`src/verilog/pic_pkg.sv`:
```
// Constants shared by the interrupt control/status block and its mailbox matcher
package pic_pkg;

   // Operation register window
   localparam int          PIC_OP_AW       = 6;
   localparam logic [5:0]  PIC_CSR_OFFS    = 6'h38;
   localparam logic [31:0] PIC_CSR_RST     = 32'h00000000;
   localparam logic [31:0] PIC_RDATA_NONE  = 32'h00000000;

   // Mailbox addressing from the add-on side
   localparam int          PIC_MB_IDX_W    = 2;
   localparam int          PIC_MB_BYTES    = 4;

   // Byte lanes of the register
   localparam int          PIC_LANE_FIFO   = 3;
   localparam int          PIC_LANE_FLAGS  = 2;
   localparam int          PIC_LANE_INEN   = 1;
   localparam int          PIC_LANE_OUTEN  = 0;

   // Field positions
   localparam int          PIC_FIFO_LSB    = 24;
   localparam int          PIC_IRQ_BIT     = 23;
   localparam int          PIC_FLG_LSB     = 16;
   localparam int          PIC_FLG_W       = 6;
   localparam int          PIC_EN_RD_BIT   = 15;
   localparam int          PIC_EN_WR_BIT   = 14;
   localparam int          PIC_EN_IMB_BIT  = 12;
   localparam int          PIC_IMB_SEL_LSB = 10;
   localparam int          PIC_IMB_BYT_LSB = 8;
   localparam int          PIC_EN_OMB_BIT  = 4;
   localparam int          PIC_OMB_SEL_LSB = 2;
   localparam int          PIC_OMB_BYT_LSB = 0;

   // Flag indices inside the six-bit cause vector (bit 21 down to 16)
   localparam int          PIC_F_TA        = 5;
   localparam int          PIC_F_MA        = 4;
   localparam int          PIC_F_RTC       = 3;
   localparam int          PIC_F_WTC       = 2;
   localparam int          PIC_F_IMB       = 1;
   localparam int          PIC_F_OMB       = 0;

endpackage : pic_pkg

```
`src/verilog/pic_mbox_match.sv`:
```
// Registered match of an add-on mailbox byte access against a selector
`timescale 1ns/1ps
module pic_mbox_match (
   // Clock and reset
   input  wire logic                          clk,
   input  wire logic                          rst_n,
   // Add-on access
   input  wire logic                          strobe,
   input  wire logic [pic_pkg::PIC_MB_IDX_W-1:0] mb_idx,
   input  wire logic [pic_pkg::PIC_MB_BYTES-1:0] mb_be,
   // Selector from the control register
   input  wire logic                          enable,
   input  wire logic [1:0]                    sel_mb,
   input  wire logic [1:0]                    sel_byte,
   // Result
   output logic                               hit
);
   import pic_pkg::*;

   typedef struct packed {
      logic hit;
   } pic_match_s;

   pic_match_s st_q;
   pic_match_s st_d;

   always_comb begin
      st_d     = st_q;
      // Only the chosen byte of the chosen mailbox counts, and only when enabled
      st_d.hit = strobe && enable && (mb_idx == sel_mb) && mb_be[sel_byte];
   end

   always_ff @(posedge clk or negedge rst_n) begin
      if (!rst_n) begin
         st_q <= '0;
      end else begin
         st_q <= st_d;
      end
   end

   assign hit = st_q.hit;

endmodule : pic_mbox_match

```
`src/verilog/pic_ctrl_stat.sv`:
```
// Interrupt control/status register with latched causes and PCI interrupt output
//
// Notes on behaviour
// - Bit 23 reads OR of flags 19..16
// - Target abort as master sets bit 21
// - Unanswered master cycle sets bit 20
// - Read count reaching zero sets bit 19
// - Write count reaching zero sets bit 18
// - Selected incoming mailbox byte write sets 17
// - Selected outgoing mailbox byte read sets 16
// - Writing one clears flag; zero keeps it
// - Bit 15 enables read-complete interrupt
// - Bit 14 enables write-complete interrupt
// - Bit 12 enables incoming mailbox interrupt
// - Bits 11:10 pick incoming mailbox
// - Bits 9:8 pick incoming mailbox byte
// - Bits 31:24 hold FIFO/endian control
// - Register at offset 38h, resets to zero
// - Bits 3:2 pick outgoing mailbox
`timescale 1ns/1ps
module pic_ctrl_stat #(
   parameter int CNT_W = 32
) (
   // Clock and reset
   input  wire logic                          clk,
   input  wire logic                          rst_n,
   // Operation register access
   input  wire logic [pic_pkg::PIC_OP_AW-1:0] op_addr,
   input  wire logic                          op_wr,
   input  wire logic                          op_rd,
   input  wire logic [3:0]                    op_be,
   input  wire logic [31:0]                   op_wdata,
   output logic      [31:0]                   op_rdata,
   output logic                               op_rvalid,
   // Bus master events
   input  wire logic                          target_abort_evt,
   input  wire logic                          master_abort_evt,
   input  wire logic [CNT_W-1:0]              master_read_byte_count,
   input  wire logic [CNT_W-1:0]              master_write_byte_count,
   // Add-on mailbox accesses
   input  wire logic                          aon_mb_wr,
   input  wire logic                          aon_mb_rd,
   input  wire logic [pic_pkg::PIC_MB_IDX_W-1:0] aon_mb_idx,
   input  wire logic [pic_pkg::PIC_MB_BYTES-1:0] aon_mb_be,
   // Outputs
   output logic [7:0]                         fifo_endian_ctrl,
   output logic                               pci_irq
);
   import pic_pkg::*;

   typedef struct packed {
      logic [7:0]           fifo;
      logic [PIC_FLG_W-1:0] flags;
      logic                 en_rd;
      logic                 en_wr;
      logic                 en_imb;
      logic [1:0]           imb_sel;
      logic [1:0]           imb_byte;
      logic                 en_omb;
      logic [1:0]           omb_sel;
      logic [1:0]           omb_byte;
      logic                 rcnt_nz;
      logic                 wcnt_nz;
      logic [31:0]          rdata;
      logic                 rvalid;
      logic                 irq;
   } pic_state_s;

   pic_state_s st_q;
   pic_state_s st_d;

   logic imb_hit;
   logic omb_hit;
   logic csr_sel;

   ////////////////////////////////////////////////////////////////////////////
   // Helpers

   // Count reaching zero: was nonzero, is zero now
   function automatic logic reach_zero(input logic was_nz, input logic [CNT_W-1:0] cnt);
      reach_zero = was_nz && (cnt == '0);
   endfunction : reach_zero

   function automatic logic [31:0] csr_image(input pic_state_s s);
      logic [31:0] v;
      v = '0;
      v[PIC_FIFO_LSB +: 8]            = s.fifo;
      v[PIC_IRQ_BIT]                  = |s.flags[PIC_F_RTC:PIC_F_OMB];
      v[PIC_FLG_LSB +: PIC_FLG_W]     = s.flags;
      v[PIC_EN_RD_BIT]                = s.en_rd;
      v[PIC_EN_WR_BIT]                = s.en_wr;
      v[PIC_EN_IMB_BIT]               = s.en_imb;
      v[PIC_IMB_SEL_LSB +: 2]         = s.imb_sel;
      v[PIC_IMB_BYT_LSB +: 2]         = s.imb_byte;
      v[PIC_EN_OMB_BIT]               = s.en_omb;
      v[PIC_OMB_SEL_LSB +: 2]         = s.omb_sel;
      v[PIC_OMB_BYT_LSB +: 2]         = s.omb_byte;
      csr_image = v;
   endfunction : csr_image

   ////////////////////////////////////////////////////////////////////////////
   // Mailbox matchers

   pic_mbox_match u_imb_match (
      .clk      (clk),
      .rst_n    (rst_n),
      .strobe   (aon_mb_wr),
      .mb_idx   (aon_mb_idx),
      .mb_be    (aon_mb_be),
      .enable   (st_q.en_imb),
      .sel_mb   (st_q.imb_sel),
      .sel_byte (st_q.imb_byte),
      .hit      (imb_hit)
   );

   pic_mbox_match u_omb_match (
      .clk      (clk),
      .rst_n    (rst_n),
      .strobe   (aon_mb_rd),
      .mb_idx   (aon_mb_idx),
      .mb_be    (aon_mb_be),
      .enable   (st_q.en_omb),
      .sel_mb   (st_q.omb_sel),
      .sel_byte (st_q.omb_byte),
      .hit      (omb_hit)
   );

   ////////////////////////////////////////////////////////////////////////////
   // Next state

   assign csr_sel = (op_addr == PIC_CSR_OFFS);

   always_comb begin
      logic [PIC_FLG_W-1:0] set_v;
      logic [PIC_FLG_W-1:0] clr_v;
      set_v = '0;
      clr_v = '0;
      st_d  = st_q;

      set_v[PIC_F_TA]  = target_abort_evt;
      set_v[PIC_F_MA]  = master_abort_evt;
      set_v[PIC_F_RTC] = st_q.en_rd &&
                         reach_zero(st_q.rcnt_nz, master_read_byte_count);
      set_v[PIC_F_WTC] = st_q.en_wr &&
                         reach_zero(st_q.wcnt_nz, master_write_byte_count);
      set_v[PIC_F_IMB] = imb_hit;
      set_v[PIC_F_OMB] = omb_hit;

      st_d.rcnt_nz = (master_read_byte_count != '0);
      st_d.wcnt_nz = (master_write_byte_count != '0);

      if (op_wr && csr_sel) begin
         if (op_be[PIC_LANE_FIFO]) begin
            st_d.fifo = op_wdata[PIC_FIFO_LSB +: 8];
         end
         if (op_be[PIC_LANE_FLAGS]) begin
            clr_v = op_wdata[PIC_FLG_LSB +: PIC_FLG_W];
         end
         if (op_be[PIC_LANE_INEN]) begin
            st_d.en_rd    = op_wdata[PIC_EN_RD_BIT];
            st_d.en_wr    = op_wdata[PIC_EN_WR_BIT];
            st_d.en_imb   = op_wdata[PIC_EN_IMB_BIT];
            st_d.imb_sel  = op_wdata[PIC_IMB_SEL_LSB +: 2];
            st_d.imb_byte = op_wdata[PIC_IMB_BYT_LSB +: 2];
         end
         if (op_be[PIC_LANE_OUTEN]) begin
            st_d.en_omb   = op_wdata[PIC_EN_OMB_BIT];
            st_d.omb_sel  = op_wdata[PIC_OMB_SEL_LSB +: 2];
            st_d.omb_byte = op_wdata[PIC_OMB_BYT_LSB +: 2];
         end
      end

      // A cause arriving with its own clear is kept: set wins
      st_d.flags = (st_q.flags & ~clr_v) | set_v;

      st_d.rvalid = op_rd;
      if (op_rd && csr_sel) begin
         st_d.rdata = csr_image(st_q);
      end else if (op_rd) begin
         st_d.rdata = PIC_RDATA_NONE;
      end

      st_d.irq = |st_d.flags;
   end

   always_ff @(posedge clk or negedge rst_n) begin
      if (!rst_n) begin
         // Power-up image is all zero, so every state field clears
         st_q <= '0;
      end else begin
         st_q <= st_d;
      end
   end

   assign op_rdata         = st_q.rdata;
   assign op_rvalid        = st_q.rvalid;
   assign fifo_endian_ctrl = st_q.fifo;
   assign pci_irq          = st_q.irq;

   logic csr_wr_flags;
   assign csr_wr_flags = op_wr && csr_sel && op_be[PIC_LANE_FLAGS];
endmodule : pic_ctrl_stat

```
`config.mk`:
```
export PLATFORM = sky130hd
export DESIGN_NAME = pic_ctrl_stat
export DESIGN_NICKNAME = d
export VERILOG_FILES = /design/src/verilog/pic_pkg.sv /design/src/verilog/pic_mbox_match.sv /design/src/verilog/pic_ctrl_stat.sv
export SDC_FILE = /design/constraint.sdc
export NUM_CORES = 1
export LEC_CHECK = 0
export ABC_AREA = 1
export BUFFER_PORTS_ARGS = -buffer_cell sky130_fd_sc_hd__buf_2
export CORE_MARGIN = 8
export CORE_UTILIZATION = 45
export DETAILED_ROUTE_END_ITERATION = 10
export PLACE_DENSITY = 0.8
export REMOVE_ABC_BUFFERS = 1
export SLEW_MARGIN = 0
export SYNTH_ARGS = -nofsm -noshare
export SYNTH_HDL_FRONTEND = slang
export SYNTH_SLANG_ARGS = --single-unit
```
`constraint.sdc`:
```
create_clock -name clk -period 1.5 [get_ports clk]
set_input_delay 0.3 -clock clk [delete_from_list [all_inputs] [get_ports clk]]
set_output_delay 0.3 -clock clk [all_outputs]
set_load 0.005 [all_outputs]
```
Word-level counts from Yosys, hierarchy flattened
Index checks and enable logic that the tools add are counted.
{"block": "word_totals", "word_cells": 55, "out_inout_bits": 42, "reg_bits": 64, "inputBits": 120}
{"block": "classes", "n_mux": 8, "reduce_logical": 22, "n_eq_ne": 3, "bitwise": 3, "magnitude_cmp": 2}
{"op": "$logic_not 32->1", "count": 2}
{"op": "$mux 32", "count": 2}
{"op": "$reduce_bool 32->1", "count": 2}
{"op": "$logic_and 1x1->1", "count": 12}
{"op": "$mux 6", "count": 2}
{"op": "$and 6x6->6", "count": 1}
{"op": "$eq 6x6->1 const B", "count": 1}
{"op": "$lt 2x3->1 const B", "count": 2}
{"op": "$not 6->6", "count": 1}
{"op": "$or 6x6->6", "count": 1}
{"op": "$reduce_and 2->1", "count": 3}
{"op": "$reduce_or 6->1", "count": 1}
{"op": "$bmux 1 s2", "count": 2}
{"op": "$eq 2x2->1", "count": 2}
{"op": "$reduce_or 4->1", "count": 1}
{"op": "$mux 1", "count": 2}
{"op": "$reduce_bool 2->1", "count": 1}

Longest topological paths before layout
Gate-level depths: netlist of run 1.
{"block": "logic_depth", "word_depth": 7, "depth_mapped": 9, "mapped_depth_nobuf": 9}

By module
A second synthesis of run 1 with hierarchy kept.
{"block": "unflattened", "cells_unflattened": 360, "hier_area_um2": 2981.6}
{"module": "pic_ctrl_stat", "instances": 1, "seq_area_each_um2": 1426.4, "cells_each": 318, "area_per_inst_um2": 2766.4}
{"module": "pic_mbox_match", "instances": 2, "seq_area_each_um2": 25.0, "cells_each": 21, "area_per_inst_um2": 107.6}

Worst setup path after synthesis of run 1
OpenSTA, ideal clock, no wires.
{"block": "synth_path", "path_type": "input port to flip-flop", "start": "input op_addr[3] (netlist name)", "end": "register st_q (netlist bit fifo_endian_ctrl[5])", "slack_ns": 0.159, "arrival_ns": 1.222, "setup_time_ns": 0.119, "n_path_buf": 1, "t_required_ns": 1.381, "cell_stages": 8, "cell_sequence": "inv_2 > nor3_4 > nand2_4 > nor2_8 > nand2_4 > buf_6 > nor2_2 > a21oi_2"}
{"block": "synth_via", "elab_chain_len": 3}
{"item": "start: declaration", "line": "pic_ctrl_stat.sv:28", "text": "input wire logic [pic_pkg::PIC_OP_AW-1:0] op_addr,"}
{"item": "$eq 6x6->1", "line": "pic_ctrl_stat.sv:131", "text": "assign csr_sel = (op_addr == PIC_CSR_OFFS);"}
{"item": "$logic_and 1x1->1"}
{"item": "$reduce_and 2->1 (no line)"}
{"item": "end signal: assignment", "line": "pic_ctrl_stat.sv:191", "text": "st_q <= st_d;"}
{"item": "end: declaration", "line": "pic_ctrl_stat.sv:69", "text": "pic_state_s st_q;"}
Every way passes these cells.
A chain may end at the register's enable or synchronous reset.

Worst setup path in the final report of run 1
{"block": "layout_path", "start": "register st_q (netlist bit op_rdata[9])", "end": "output op_rdata[9]"}
{"item": "end: declaration", "line": "pic_ctrl_stat.sv:33", "text": "output logic [31:0] op_rdata,"}
No word-level cell between the ends.

==> flow_metrics.tcl, run 1 <==
set metrics [dict create \
    finalHoldViolCount 0 \
    path_delay_family "flip-flops" \
    htreeDepth 3 \
    synth_cell_types 26 \
    syn_inst 353 \
    wl_per_cell_um 13.8 \
    dpl_worst_slack_ps 60.5 \
    syn_area_per_cell_sq_um 8.47 \
    synth_top_area_share_pct 49.4 \
    worstSkewPairLatency_ps 330 \
    fin_skew_ps 7.95 \
    diodes 0 \
    dieArea_sq_mm 0.00951 \
    drc 0 \
    syn2layout_area_growth_pct 26.9 \
    reg2reg_slack_ps 430 \
    clkSinkCount 59 \
    gr-usage-all-layers_pct 16.2 \
    portBuffers 150 \
    period_needed_ps 1160 \
    cap_violations 0 \
    worst_hold_path_type "in -> reg" \
    yosys-top-cells-count "nand2_1, nor2_1, dfrtp_1" \
    fin_util_pct 59.4 \
    min_from "op_rd" \
    vias_per_cell 4.63 \
    postRouteAntennaNets 0 \
    cts_resized 0 \
    finalSetupTns_ps 0 \
    path_max_fanout 2 \
    syn_area_sq_mm 0.00299 \
    cts_buffers 9 \
    postCtsSetupBuffers 0 \
    finalWirelength_um 7780 \
    grt_max_degree 60 \
    first_global_vias 2717 \
    fin_nets 600 \
    max_freq_ghz 0.859 \
    die_height_um 97.5 \
    hold_slack_ps 95.0 \
    startpoint "op_rdata[9]" \
    rows 29 \
    crit_buf_inv 1 \
    p_leak_uw 0.00216 \
    routabilityCongestion 0.841 \
    ys_warn_count 0 \
    worstSetupPathType "reg -> out" \
    ir_drop_mv 0.764 \
    ys_seq_elements 59 \
    synth-seq-area-share_pct 49.4 \
    worst_ep_arrival_time_ps 860 \
    cts_hold_buf 1 \
    dp_hpwl_um 6300 \
    dieWidth_um 97.5 \
    synth_ff_type "dfrtp_1" \
    final-setup-viol-count 0 \
    start_util_pct 46.8 \
    power.total_uw 3610 \
    grt_setup_unrepaired "false" \
    via_count 2600 \
    cp_data_required_time_ps 1200 \
    setup_slack_ps 336 \
    critical_path.endpoint_type "output pin" \
    dr.pass1.iters 4 \
    path_cells "buf_2" \
    ys_top_cells_by_area "dfrtp_1, buf_4, nand2_1" \
    grt_pass1_wl_um 12700 \
    drtIter0Drc 63 \
    antenna_found_initial 0 \
    cts_tree "yes" \
    clock_path_buffers 2 \
    cts.clk_slew.worst_paths_ps 60 \
    final_max_slew_viol_count 0 \
    status "complete, no violations" \
    core_sq_mm 0.00639 \
    fin_crit_sh_pct 77.6 \
    cp_slowest_cell "dfrtp_1" \
    pin_count 162 \
    synth_top_area_cell "dfrtp_1" \
    yosysMostFrequentCell "nand2_1" \
    cpPeakStageDelay_ps 390 \
    powerDensity_mw_per_mm2 950 \
    synth_edf_count 0 \
    cp-start-kind "register" \
    fill_cells 586 \
    drive_gt1_share_pct 39.6 \
    synthArstFlopShare_pct 100 \
    rr_startpoint "st_q[41]" \
    overflow 0 \
    clockRootBuffer "clkbuf_8" \
]
==> state kept, by name (all words and copies together) (netlist names) <==
name and flops:
op_rvalid 1, pci_irq 1, fifo_endian_ctrl 8, st_q 20, u_omb_match.hit 1, u_imb_match.hit 1
op_rdata 27
==> worst paths after layout <==
check                           cells past startpoint         endpoint
worst max-delay path                                1      op_rdata[9]
worst min-delay path                                1        op_rvalid
worst max register to register                      5  u_imb_match.hit
worst min register to register                      2         st_q[48]
max in group asynchronous                           3      op_rdata[0]
min in group asynchronous                           3     op_rdata[20]
==> cells in the final DEF (no fill, tap or decap), drive strengths merged <==
| cell type | synthesis | final |
|---|---|---|
| buf | 44 | 157 |
| nand2 | 78 | 78 |
| nor2 | 65 | 65 |
| dfrtp | 59 | 59 |
| inv | 35 | 35 |
| a21oi | 20 | 20 |
| o21ai | 19 | 19 |
| a22o | 11 | 11 |
| clkbuf | 2 | 10 |
| nand3 | 7 | 7 |
| nand4 | 5 | 5 |
| conb | 1 | 5 |
| clkinv | 0 | 4 |
| o22ai | 2 | 2 |
| nor4 | 2 | 2 |
| bufinv | 0 | 2 |
| nor3 | 1 | 1 |
| o211ai | 1 | 1 |
| o2111ai | 1 | 1 |
| dlygate4sd3 | 0 | 1 |
==> routing by layer <==
layer	wire length, um	part of all wire, %	vias up	global-route usage [%]
met5	0	0	-	0
met2	3900	50	96	27.2
met3	637	8.2	9	7.33
met1	3170	41	1160	18.2
met4	69	0.89	0	4.43
li1	-	-	1335	-
==> where the power goes <==
part,switching [uW],internal [uW]
registers,37.6,1650
clock network,599,923
logic,205,194
==> through the flow <==
step	area (sq um)	cells
floorplan	2670	311
global placement	3580	545
detailed placement	3580	545
CTS	3800	562
global route	3800	562
finish	3800	562
==> kinds of logic (layout without fill, tap and decap cells) <==
kind of cell / Yosys count / count (layout) / share of synthesized area [%]
simple gates: 158 / 158 / 23.2
buf+inv: 81 / 209 / 15.8
flops: 59 / 59 / 49.4
compound gates: 54 / 54 / 11.6
other cells: 1 / 5 / 0.125
==> layout make-up <==
type / count / area, sq um / area share, %
sequential: 59 / 1480 / 38.9
multi-input combinational: 217 / 1060 / 27.9
timing repair buffer: 158 / 826 / 21.8
inverter: 35 / 131 / 3.46
clock buffer: 10 / 128 / 3.36
tap: 77 / 96.3 / 2.54
clock inverter: 6 / 80.1 / 2.11
Note: power is estimated with default switching activity, not from simulation.
==> inputs of run 2 (changes only) <==
Settings changed: CORE_UTILIZATION 45 to 41, PLACE_DENSITY 0.8 to 0.76.
Clock period 1.5 ns to 1 ns, I/O delays scaled along.
==> run 2 against run 1 <==
  * The run now ends with negative setup slack left
  * Flip-flop and latch count unchanged
  * Sequential share of layout area down 4.0 points
  * Die area up 8.1%
==> flow_metrics.tcl, run 2 (synthesis results as in run 1) <==
set metrics [dict create \
    status "finished, violations left" \
    violations "negative setup slack" \
    share_comb_of_total_power_pct 13.0 \
    path_delay_family "flip-flops" \
    dr.pass1.iters 4 \
    period_needed_ps 1060 \
    worstSetupPathType "reg -> out" \
    largest_reg_flops 27 \
    finalWirelength_um 8170 \
    dieArea_sq_mm 0.0103 \
    wl_met1_um 3220 \
    switchingPower_uw 1320 \
    dieWidth_um 101 \
    max_freq_ghz 0.945 \
    multi_input_area_sq_mm 0.00116 \
    highest_layer "met4" \
    drtIter0Drc 51 \
    finalHoldViolCount 0 \
    wl_per_cell_um 13.1 \
    p_seq_share_pct 47.2 \
    cts.clk_slew.worst_paths_ps 70 \
    pin_count 162 \
    p_leak_uw 0.00238 \
    fin_nets 641 \
    clockRootBuffer "clkbuf_8" \
    cp-start-kind "register" \
    fin_crit_sh_pct 106 \
    worst_ep_arrival_time_ps 860 \
    fin_skew_ps 9.09 \
    final_common_cell "buf_2" \
    htreeDepth 3 \
    drive_gt1_share_pct 47.1 \
    via_count 2763 \
    rr_startpoint "st_q[41]" \
    cp_data_required_time_ps 800 \
    grt_setup_unrepaired "true" \
    cts_tree "yes" \
    diodes 0 \
    startpoint "op_rdata[9]" \
    path_cells "buf_2" \
    final_cell_mix "buf_2, nand2_1, dfrtp_1" \
    syn2layout_area_growth_pct 41.6 \
    path_max_fanout 2 \
    crit_buf_inv 1 \
    critical_path.endpoint_type "output pin" \
    wl_met3_um 626 \
    die_height_um 101 \
    first_global_vias 2847 \
    clock_path_buffers 2 \
    worstSkewPairLatency_ps 330 \
    switching_share_pct 24.7 \
    power.total_uw 5350 \
    overflow 0 \
    regArea_sq_mm 0.00148 \
    final_max_slew_viol_count 0 \
    cp_slowest_cell "dfrtp_1" \
    grt_max_degree 60 \
    drc 0 \
    postRouteAntennaNets 0 \
    core_sq_mm 0.00718 \
    finalSetupTns_ps -1300 \
    power_frac_clock_pct 39.8 \
    instances_no_fill 625 \
    dpl_worst_slack_ps -331 \
    worst_hold_path_type "in -> reg" \
    min_from "target_abort_evt" \
    post-place-cells 574 \
    gr-usage-all-layers_pct 15.7 \
    p_int_uw 4030 \
    antenna_found_initial 0 \
    portBuffers 150 \
    routabilityCongestion 0.776 \
    cap_violations 0 \
    setup_slack_ps -57.7 \
    ir_drop_mv 0.660 \
    rows 31 \
    vias_per_cell 4.42 \
    cts_buffers 9 \
    grt_pass1_wl_um 12700 \
    final-setup-viol-count 37 \
    dp_hpwl_um 6220 \
    wl_met2_um 4210 \
    fill_cells 653 \
    cpPeakStageDelay_ps 380 \
    clkSinkCount 59 \
    start_util_pct 41.7 \
    powerDensity_mw_per_mm2 1260 \
]
run 2: repair_timing:
action	in CTS	in global routing
gates resized for setup	1	30
hold buffers	2	0
pin swaps	0	10
cloned	0	1
endpoints found under the setup margin	38	53
buffers inserted	17	15
hold endpoints to repair	60	0
run 2: power groups by stage:
| stage | Sequential (uW) | Clock [uW] | Combinational (uW) |
|---|---|---|---|
| after floorplan | 2570 | 0 | 210 |
| after global placement | 2570 | 0 | 609 |
| after detailed placement | 2570 | 0 | 627 |
| after CTS | 2530 | 2180 | 655 |
| after global routing | 2540 | 2290 | 782 |
| final | 2530 | 2130 | 695 |
run 2: through the flow:
step	instance area [sq um]	hold WS (ps)	utilization [%]
6_report	4240	105	59.0
5_1_grt	4240	97.9	59.0
2_1_floorplan	2670	-95.6	-
4_1_cts	4000	71.4	55.8
3_3_place_gp	3660	228	51.0
3_5_place_dp	3660	227	51.0
run 2: final timing paths:
check	to	slack [ps]	depth (start not counted)
max in group asynchronous	op_rdata[15]	330	3
max reg2reg	u_imb_match.hit	20	5
min in group asynchronous	op_rdata[20]	400	3
min	st_q[53]	100	3
min reg2reg	op_rdata[30]	490	2
max	op_rdata[9]	-60	1
run 2: final cells by class:
type	instances	share of cell area, %
Clock inverter	5	1.24
Inverter	35	3.10
Timing Repair Buffer	198	27.1
Sequential cell	59	34.8
Multi-Input combinational cell	218	27.4
Clock buffer	11	3.34
Tap cell	99	2.92
run 2: per-layer routing:
layer	vias to the layer above	GRT usage, %
met5	-	0
met1	1250	17.0
met2	85	27.5
met4	0	6.41
li1	1416	-
met3	12	5.22
run 2: worst register-to-register path: stages (launching register included):
cell and delay [ps]:
dfrtp_1 410, inv_2 70, nand2_1 60, a21oi_2 130, a21oi_2 50, nor4_2 160
==> inputs of run 3 (changes only) <==
Settings changed: PLACE_DENSITY 0.76 to 0.77.
==> run 3 against run 2 <==
  * The flow still finishes with violations (negative setup slack)
  * Hold slack worse by 93 ps
  * Setup slack gained 4.2 ps
  * Final area rose by 3.1%
  * Maximum frequency up 0.40%
  * Non-clock buffer count did not move
  * Via count increased by 1.7%
  * Flip-flop and latch count is the same
  * Die area is the same
  * Clock skew decreased by 6.4 ps
  * Clock power is essentially flat
  * Total power rose by 1.2%
==> flow_metrics.tcl, run 3 (synthesis results as in run 1) <==
set metrics [dict create \
    status "finished, violations left" \
    violations "negative setup slack" \
    reg2reg_depth 4 \
    antenna_found_initial 0 \
    wl_per_cell_um 13.9 \
    drtIter0Drc 77 \
    gr-usage-all-layers_pct 16.2 \
    max_freq_ghz 0.949 \
    vias_per_cell 4.50 \
    multi_input_area_sq_mm 0.00128 \
    cp-start-kind "register" \
    period_needed_ps 1050 \
    dpl_worst_slack_ps -322 \
    post-place-cells 573 \
    finalWirelength_um 8680 \
    finalSetupTns_ps -1100 \
    final_max_slew_viol_count 0 \
    final-setup-viol-count 48 \
    clkSinkCount 59 \
    finalHoldViolCount 0 \
    dpl-instance-area_sq_mm 0.00365 \
    die_height_um 101 \
    final_cell_mix "buf_2, nand2_1, dfrtp_1" \
    largest_reg_flops 27 \
    design_area_sq_mm 0.00437 \
    p_leak_uw 0.00238 \
    path_max_fanout 4 \
    dieArea_sq_mm 0.0103 \
    worstSkewPairLatency_ps 320 \
    grt_setup_unrepaired "true" \
    core_sq_mm 0.00718 \
    worst_hold_path_type "in -> reg" \
    dp_hpwl_um 6410 \
    syn2layout_area_growth_pct 46.0 \
    grt_max_degree 60 \
    setup.worst_path.end "u_omb_match.hit" \
    first_global_vias 2883 \
    dr.pass1.iters 4 \
    cts.clk_slew.worst_paths_ps 60 \
    startpoint "st_q[39]" \
    overflow 0 \
    powerDensity_mw_per_mm2 1240 \
    fin_skew_ps 2.73 \
    worst_ep_arrival_time_ps 1300 \
    critical_path.endpoint_type "register" \
    htreeDepth 3 \
    cts_buffers 9 \
    fill_cells 645 \
    final_common_cell "buf_2" \
    rows 31 \
    clockRootBuffer "clkbuf_8" \
    worstSetupPathType "reg -> reg" \
    portBuffers 150 \
    setup_slack_ps -53.5 \
    drive_gt1_share_pct 50.2 \
    cp_data_required_time_ps 1240 \
    routabilityCongestion 0.823 \
    regArea_sq_mm 0.00148 \
    drc 0 \
    cts_tree "yes" \
    cap_violations 0 \
    r2r_end "u_omb_match.hit" \
    dieWidth_um 101 \
    ir_drop_mv 0.739 \
    postRouteAntennaNets 0 \
    rr_startpoint "st_q[39]" \
    via_count 2810 \
    fin_crit_sh_pct 105 \
    pin_count 162 \
    instances_no_fill 625 \
    fin_nets 642 \
    reg2reg_slack_ps -50 \
    start_util_pct 41.7 \
    clock_path_buffers 2 \
    grt_pass1_wl_um 13100 \
    diodes 0 \
]
==> run 3: what timing repair did <==
| item | CTS | global route |
|---|---|---|
| setup buffers | 18 | 16 |
| endpoints found under the hold margin | 59 | 0 |
| hold buffers | 1 | 0 |
| cloned | 0 | 2 |
| endpoints found under the setup margin | 38 | 54 |
| gates resized for setup | 1 | 56 |
| pin swaps | 0 | 12 |
==> run 3: power by group <==
group | switching, uW | total [uW] | leakage (uW) | internal [uW]
clock network | 880 | 2150 | 0.0000995 | 1270
logic | 366 | 730 | 0.00156 | 364
registers | 62.6 | 2540 | 0.000713 | 2470
total | 1310 | 5420 | 0.00238 | 4110
==> run 3: area by class of cell <==
type | instances | area share, %
flip-flops and latches | 59 | 33.8
multi-input cells | 219 | 29.2
inverters | 35 | 3.01
repair buffers | 198 | 26.7
clock buffers | 13 | 3.64
clock inverters | 2 | 0.802
well taps | 99 | 2.84
==> run 3: how the worst min path moves through the flow <==
stage                     startpoint                   to  depth (start not counted)
after detailed placement       rst_n         op_rdata[21]                          2
after CTS                      op_rd            op_rvalid                          1
after floorplan                rst_n  fifo_endian_ctrl[0]                          0
after global routing           op_rd            op_rvalid                          1
after global placement         rst_n         op_rdata[20]                          2
final                          op_rd            op_rvalid                          1
==> run 3: stage by stage <==
stage / utilization, % / total power, uW / hold slack, ps
3_3_place_gp: 50.9 / 3180 / 227
6_report: 60.9 / 5420 / 11.4
3_5_place_dp: 50.9 / 3200 / 227
5_1_grt: 60.9 / 5670 / 2.90
4_1_cts: 55.7 / 5360 / 5.51
2_1_floorplan: - / 2780 / -95.6
==> run 3: layer usage <==
layer	up-vias	GRT usage (%)	wire (um)
met4	0	5.15	116
met1	1294	18.9	3430
met5	-	0	0
met2	87	27.2	4480
met3	11	5.50	645
li1	1418	-	-
==> run 3: worst max-delay path, cell delays in order (launching register included) <==
cell and delay (ps):
dfrtp_1 440, o22ai_2 100, a21oi_2 130, o2111ai_2 140, nor2_1 160
